**config.mk**
```make
export PLATFORM = sky130hd
export DESIGN_NAME = dmbs_bank_select
export DESIGN_NICKNAME = d
export VERILOG_FILES = /design/src/logic/dmbs_pkg.sv /design/src/logic/dmbs_bank_select.sv
export SDC_FILE = /design/constraint.sdc
export NUM_CORES = 1
export LEC_CHECK = 0
export ABC_AREA = 1
export ABC_CLOCK_PERIOD_IN_PS = 2900
export BUFFER_PORTS_ARGS = -buffer_cell sky130_fd_sc_hd__buf_2
export CELL_PAD_IN_SITES_DETAIL_PLACEMENT = 2
export CELL_PAD_IN_SITES_GLOBAL_PLACEMENT = 2
export CORE_ASPECT_RATIO = 0.75
export CORE_MARGIN = 3
export CORE_UTILIZATION = 25
export DETAILED_ROUTE_END_ITERATION = 8
export GPL_TIMING_DRIVEN = 0
export PLACE_DENSITY_LB_ADDON = 0.3
export REMOVE_ABC_BUFFERS = 1
export SYNTH_ARGS = -nofsm -noshare
export SYNTH_HDL_FRONTEND = slang
export SYNTH_SLANG_ARGS = --single-unit
```
**constraint.sdc**
```tcl
create_clock -name clk -period 2.9 [get_ports clk]
set_input_delay 0.58 -clock clk [delete_from_list [all_inputs] [get_ports clk]]
set_output_delay 0.58 -clock clk [all_outputs]
set_load 0.01 [all_outputs]
```
**src/logic/dmbs_pkg.sv**
```systemverilog
// Package for the data-memory bank select block.
// Assumes an 8-bit core datapath and a single core clock.
package dmbs_pkg;
	// Pointer field positions
	localparam int unsigned BLOCK_MSB = 7;
	localparam int unsigned BLOCK_LSB = 5;
	localparam int unsigned UPPER_BIT = 4;
	localparam int unsigned BYTE_MSB = 3;
	// Register-port offsets (address of the indirect port, the timer and the pointer)
	localparam logic [7:0] INDIRECT_OFFSET = 8'h00;
	localparam logic [7:0] TIMER_OFFSET = 8'h01;
	localparam logic [7:0] POINTER_OFFSET = 8'h04;
	// Pointer has no defined power-on value; flops still clear to this
	localparam logic [7:0] POINTER_RESET = 8'h00;
	// Data memory shape
	localparam int unsigned BLOCKS = 8;
	localparam int unsigned REGION_BYTES = 16;
	localparam int unsigned SHARED_SPECIAL = 8;
endpackage

```
**src/logic/dmbs_bank_select.sv**
```systemverilog
// Data-memory bank select: pointer register, indirect port and banked RAM.
// Assumes the core drives a plain register port; special registers other
// than the pointer, timer slot and indirect port live outside and are reached via ext_*.
// RAM comes up undefined; the pointer clears to zero on reset.
//
// Operation
// - The bank pointer is read and written by the core and steers which page indirect port accesses reach; direct addresses carry their own block bits.
// - Pointer bits 7..5 pick one of eight blocks; code 000 is block 0 and even codes show the timer low byte.
// - Odd block codes pick their block and show the timer high byte in the timer slot.
// - Code 111 picks the last block with the timer high byte in the timer slot.
// - With bit 4 clear the lower 16 bytes are reached, shared by all blocks.
// - With bit 4 set the upper 16 bytes of the selected block are reached.
// - Pointer bits 3..0 pick the byte within the selected block or region.
// - The low four bits decode straight to a location, zero being the first.
// - An access to the indirect data port goes to the location held in the pointer.
//
// Decided for this implementation: strobed register access and the register offsets.
`timescale 1ns/100ps
module dmbs_bank_select #(
	parameter int unsigned BLOCKS = dmbs_pkg::BLOCKS
) (
	// Clock and reset
	input wire logic clk,
	input wire logic rst_n,
	// Core register port
	input wire logic [7:0] addr,
	input wire logic [7:0] wdata,
	input wire logic wr_stb,
	input wire logic rd_stb,
	output logic [7:0] rdata,
	// General timer bytes
	input wire logic [15:0] general_timer,
	// Outside special registers, reached for shared locations not held here
	output logic ext_wr,
	output logic ext_rd,
	output logic [3:0] ext_addr,
	output logic [7:0] ext_wdata,
	input wire logic [7:0] ext_rdata
);
	localparam int unsigned RB = dmbs_pkg::REGION_BYTES;
	localparam int unsigned BANK_BYTES = BLOCKS * RB;

	logic [7:0] data_bank_pointer_q, data_bank_pointer_d;
	logic [7:0] rdata_q, rdata_d;
	// Shared lower region and banked upper regions
	logic [7:0] shared_q [RB];
	logic [7:0] shared_d [RB];
	logic [7:0] banked_q [BLOCKS*RB];
	logic [7:0] banked_d [BLOCKS*RB];

	logic [7:0] eff_addr;
	logic [2:0] blk;
	logic [3:0] byte_sel;
	logic upper;
	logic [7:0] mem_rd;
	logic is_shared_ext;

	// Decoded slot and per-byte write enables
	logic hit_timer;
	logic hit_pointer;
	logic hit_self;
	logic hit_shared_ram;
	logic [6:0] bank_index;
	logic [7:0] timer_byte;
	logic [RB-1:0] shared_we;
	logic [BANK_BYTES-1:0] banked_we;

	// Where an access lands once the indirect port is resolved
	typedef enum logic [2:0] {
		SLOT_BANKED,
		SLOT_TIMER,
		SLOT_POINTER,
		SLOT_SELF,
		SLOT_EXT,
		SLOT_SHARED
	} dmbs_slot_type;
	dmbs_slot_type slot;

	// Indirect port resolves to the pointer contents
	always_comb begin
		if (addr == dmbs_pkg::INDIRECT_OFFSET) begin
			eff_addr = data_bank_pointer_q;
		end else begin
			eff_addr = addr;
		end
	end

	assign blk = eff_addr[dmbs_pkg::BLOCK_MSB:dmbs_pkg::BLOCK_LSB];
	assign upper = eff_addr[dmbs_pkg::UPPER_BIT];
	assign byte_sel = eff_addr[dmbs_pkg::BYTE_MSB:0];

	// Lower special locations other than indirect port, pointer and timer go outside
	assign is_shared_ext = !upper && (byte_sel < 4'(dmbs_pkg::SHARED_SPECIAL))
		&& (eff_addr[3:0] != dmbs_pkg::TIMER_OFFSET[3:0])
		&& (eff_addr[3:0] != dmbs_pkg::POINTER_OFFSET[3:0])
		&& (eff_addr[3:0] != dmbs_pkg::INDIRECT_OFFSET[3:0]);

	assign ext_addr = byte_sel;
	assign ext_wdata = wdata;
	assign ext_wr = wr_stb && is_shared_ext;
	assign ext_rd = rd_stb && is_shared_ext;

	// Lower-region slot decode
	assign hit_timer = !upper && (byte_sel == dmbs_pkg::TIMER_OFFSET[3:0]);
	assign hit_pointer = !upper && (byte_sel == dmbs_pkg::POINTER_OFFSET[3:0]);
	assign hit_self = !upper && (byte_sel == dmbs_pkg::INDIRECT_OFFSET[3:0]);
	assign hit_shared_ram = !upper && (byte_sel >= 4'(dmbs_pkg::SHARED_SPECIAL));
	assign bank_index = {blk, byte_sel};

	// Slot priority: banked first, then the lower specials
	always_comb begin
		if (upper) begin
			slot = SLOT_BANKED;
		end else if (hit_timer) begin
			slot = SLOT_TIMER;
		end else if (hit_pointer) begin
			slot = SLOT_POINTER;
		end else if (hit_self) begin
			slot = SLOT_SELF;
		end else if (is_shared_ext) begin
			slot = SLOT_EXT;
		end else begin
			slot = SLOT_SHARED;
		end
	end

	// Odd block code shows the high byte, even the low byte
	always_comb begin
		if (blk[0]) begin
			timer_byte = general_timer[15:8];
		end else begin
			timer_byte = general_timer[7:0];
		end
	end

	// One write enable per shared byte; specials never match
	for (genvar gi = 0; gi < RB; gi++) begin : g_shared_we
		assign shared_we[gi] = wr_stb && hit_shared_ram && (byte_sel == 4'(gi));
	end

	// One write enable per banked byte, block code on top
	for (genvar gb = 0; gb < BANK_BYTES; gb++) begin : g_banked_we
		assign banked_we[gb] = wr_stb && upper && (bank_index == 7'(gb));
	end

	// Read mux
	always_comb begin
		unique case (slot)
			SLOT_BANKED: begin
				mem_rd = banked_q[bank_index];
			end
			SLOT_TIMER: begin
				mem_rd = timer_byte;
			end
			SLOT_POINTER: begin
				mem_rd = data_bank_pointer_q;
			end
			SLOT_SELF: begin
				// Indirect through a pointer at itself reads as zero
				mem_rd = 8'h00;
			end
			SLOT_EXT: begin
				mem_rd = ext_rdata;
			end
			SLOT_SHARED: begin
				mem_rd = shared_q[byte_sel];
			end
			default: begin
				mem_rd = 8'h00;
			end
		endcase
	end

	// Pointer next value
	always_comb begin
		data_bank_pointer_d = data_bank_pointer_q;
		if (wr_stb && hit_pointer) begin
			data_bank_pointer_d = wdata;
		end
	end

	// Read data stands one cycle after the strobe, zero otherwise
	always_comb begin
		rdata_d = 8'h00;
		if (rd_stb) begin
			rdata_d = mem_rd;
		end
	end

	// RAM next values from the per-byte enables
	always_comb begin
		for (int i = 0; i < RB; i++) begin
			shared_d[i] = shared_we[i] ? wdata : shared_q[i];
		end
		for (int j = 0; j < BANK_BYTES; j++) begin
			banked_d[j] = banked_we[j] ? wdata : banked_q[j];
		end
	end

	// Pointer clears on reset even though software must set it first
	always_ff @(posedge clk or negedge rst_n) begin
		if (!rst_n) begin
			data_bank_pointer_q <= dmbs_pkg::POINTER_RESET;
		end else begin
			data_bank_pointer_q <= data_bank_pointer_d;
		end
	end

	always_ff @(posedge clk or negedge rst_n) begin
		if (!rst_n) begin
			rdata_q <= 8'h00;
		end else begin
			rdata_q <= rdata_d;
		end
	end

	// RAM contents are not reset
	always_ff @(posedge clk) begin
		shared_q <= shared_d;
		banked_q <= banked_d;
	end

	assign rdata = rdata_q;
endmodule

```
==> run_results.csv <==
group,metric,value,unit
status,outcome,"finished, violations left",
status,failed_checks,"negative setup slack",
critical_path,reg2reg_slack,-60,ps
global_route,grtUsageTotal,19.44,%
timing,hold_slack,171.6,ps
critical_path,worstPathMaxFanout,3,
timing,finalSetupTns,-14820,ps
hold_path,worstHoldStart,"ext_rdata[5]",
cts,tritoncts,"yes",
hold_path,min_path_cells,3,
hold_path,hold_end,"rdata[5]$_DFF_PN0_",
power_and_ir_drop,total_power,36.29,mW
cts,cts_buffer_depth,3,
floorplanning,rows,139,
critical_path,cp.required,2320,ps
detailed_routing,vias,36730,
cts,clkTransAtPathRegs,70,ps
floorplanning,io_pins,66,
cells_and_area,fin_nets,5280,
timing,slew_headroom,46.97,%
placement,dpl_worst_slack,-5580,ps
critical_path,timing.rr.end,"banked_q[289]$_DFFE_PP_",
placement,dpl_cell_area,52670,µm²
floorplanning,die_height,389.0,µm
cts,clk_latency,740,ps
cts,clk_root_buffer_cell,"clkbuf_16",
detailed_routing,wire_per_inst,25.69,µm
floorplanning,core_area,192900,µm²
global_route,grt_pass1_wl,282800,µm
global_route,grt_max_degree,105,
critical_path,worst-r2r-cell-count,12,
timing,setup_slack,-134.4,ps
timing,fmax,0.3296,GHz
timing,fin_crit,3034,ps
cts,numCtsBuffers,110,
run,drv_cap,0,
cells_and_area,area_delta_synth_final,27.74,%
critical_path,worstSetupPathType,"flop to output pin",
timing,clock_skew,39.82,ps
detailed_routing,totalWireLength,202200,µm
logic_synthesis,synth_cells,4972,
critical_path,end_kind,"output pin",
logic_synthesis,synth-seq-area-share,67.63,%
detailed_routing,via_per_inst,4.666,
global_route,grt_pass1_vias,38260,
placement,numPortBuffers,65,
logic_synthesis,ys.warnings.count,0,
detailed_routing,drtAntennaViolNets,0,
detailed_routing,drt_iter0_drc,3119,
placement,place.gp.congestion,0.7489,
critical_path,reg2reg_from,"data_bank_pointer_q[2]$_DFFE_PN0P_",
power_and_ir_drop,power.leakage,25.81,nW
logic_synthesis,ys_ff_latch,1104,
cts,clock-sinks,1104,
timing,finalCritPeriodShare,104.6,%
global_route,gr-total-overflow,0,
cells_and_area,fin_cells,7871,
timing,slew_violations,0,
logic_synthesis,avgSynthCellArea,9.835,µm²
cts,htreeDepth,3,
timing,setup_violations,240,
power_and_ir_drop,power_density,581.0,nW/µm²
timing,finalHoldViolations,0,
hold_path,worst_hold_path_type,"input pin to flop",
timing,tightest_slew,795.5,ps
power_and_ir_drop,ir_worst_vdd,0.0004424,V
placement,dpl.hpwl,102700,µm
floorplanning,fp.dieArea,201000,µm²
placement,dp.cells,7390,
cells_and_area,utilization,32.39,%
critical_path,critPathLaunchType,"flop",
floorplanning,dieWidth,516.7,µm
cells_and_area,final_area,62460,µm²
logic_synthesis,ys_types,36,
critical_path,worstPathArrival,2450,ps
detailed_routing,route.detailed.drc,0,
global_route,antenna_found_initial,9,
detailed_routing,firstDrtPassIters,5,
logic_synthesis,syn-cell-area,48900,µm²
cells_and_area,drive_above_1_share,16.91,%
timing,rsz0062_at_grt,"yes",
floorplanning,initial_core_util,25.35,%
report_power, final:
group	total [mW]	internal, mW	switching [mW]	leakage [nW]
clock	15.3	8.63	6.68	1.82
combinational	3.35	0.976	2.37	14.0
sequential	17.6	17.6	0.0473	9.97
cell usage in the layout (no fill, tap or decap), types with 91 or more instances in the layout:
cell / instances
edfxtp_1: 1088
nor2_4: 170
inv_1: 643
buf_4: 131
nand3b_1: 108
nor2_1: 144
clkbuf_16: 120
buf_12: 91
o21ai_0: 164
nand2_1: 2070
area by class of cell:
class / count / area (µm²)
inverter: 663 / 2601
timing repair buffer: 371 / 5303
fill: 20620 / 130400
multi-input combinational: 2985 / 14600
timing repair inverter: 1 / 8.758
clock inverter: 72 / 782.0
clock buffer: 133 / 2912
tap: 2538 / 3176
sequential: 1104 / 33070
antenna: 4 / 10.01
cells in the mapped netlist, drive strengths merged:
master | number | area share (%)
a211oi | 2 | 0.031
a21oi | 22 | 0.24
a22o | 4 | 0.072
buf | 154 | 1.6
clkbuf | 80 | 0.61
clkinv | 5 | 0.038
dfrtp | 16 | 0.82
edfxtp | 1088 | 67
inv | 658 | 5.1
mux2 | 5 | 0.12
nand2 | 2137 | 16
nand3 | 91 | 0.93
nand3b | 108 | 1.7
nand4 | 15 | 0.19
nor2 | 345 | 2.7
nor3 | 7 | 0.072
o211ai | 2 | 0.031
o21a | 5 | 0.077
o21ai | 192 | 2.0
o22a | 2 | 0.036
o22ai | 6 | 0.077
o2bb2ai | 4 | 0.072
o31ai | 5 | 0.077
or2 | 19 | 0.24
flip-flops by register name, summed over array words and instances, names as in the netlist:
register / cells
banked_q: 1024
data_bank_pointer_q: 8
rdata: 8
shared_q: 64
kinds of logic (layout without fill, tap and decap cells):
group / Yosys count / count (layout) / synth area share [%]
AND/OR/NAND/NOR: 2722 / 2736 / 22.24
flip-flops: 1104 / 1104 / 67.63
buffers and inverters: 897 / 1240 / 7.331
AO/OA/AOI/OAI: 244 / 244 / 2.677
multiplexers: 5 / 5 / 0.1151
other: 0 / 4 / 0
worst max-delay path by stage:
stage / startpoint / end
final: data_bank_pointer_q[3]$_DFFE_PN0P_ / ext_wr
after global routing: data_bank_pointer_q[3]$_DFFE_PN0P_ / ext_rd
after CTS: data_bank_pointer_q[3]$_DFFE_PN0P_ / ext_rd
after detailed placement: addr[4] / banked_q[322]$_DFFE_PP_
after global placement: addr[2] / banked_q[344]$_DFFE_PP_
after floorplan: addr[6] / banked_q[600]$_DFFE_PP_
layer usage:
metal | share of wire [%] | vias up | GRT usage, %
li1 | - | 16400 | -
met1 | 47 | 19250 | 27.76
met2 | 46 | 843 | 30.84
met3 | 5.4 | 231 | 3.015
met4 | 2.5 | 0 | 4.577
met5 | 0 | - | 0
critical path: stages, from the launching register on:
cell and delay [ps]:
dfrtp_1 430, a21oi_4 180, clkbuf_16 190, inv_16 40, nor2_4 180, buf_12 170
inv_8 30, nor2_4 190, nor2_4 60, inv_2 60, nor2_1 40, buf_2 140
what timing repair did:
item,4_1_cts,5_1_grt
endpoints found under the setup margin,1109,990
hold buffers,1,0
gates cloned,42,9
pin swaps,105,57
endpoints found under the hold margin,16,0
buffers inserted,175,50
resized for setup,518,90
Note: power is estimated with default switching activity, not from simulation.
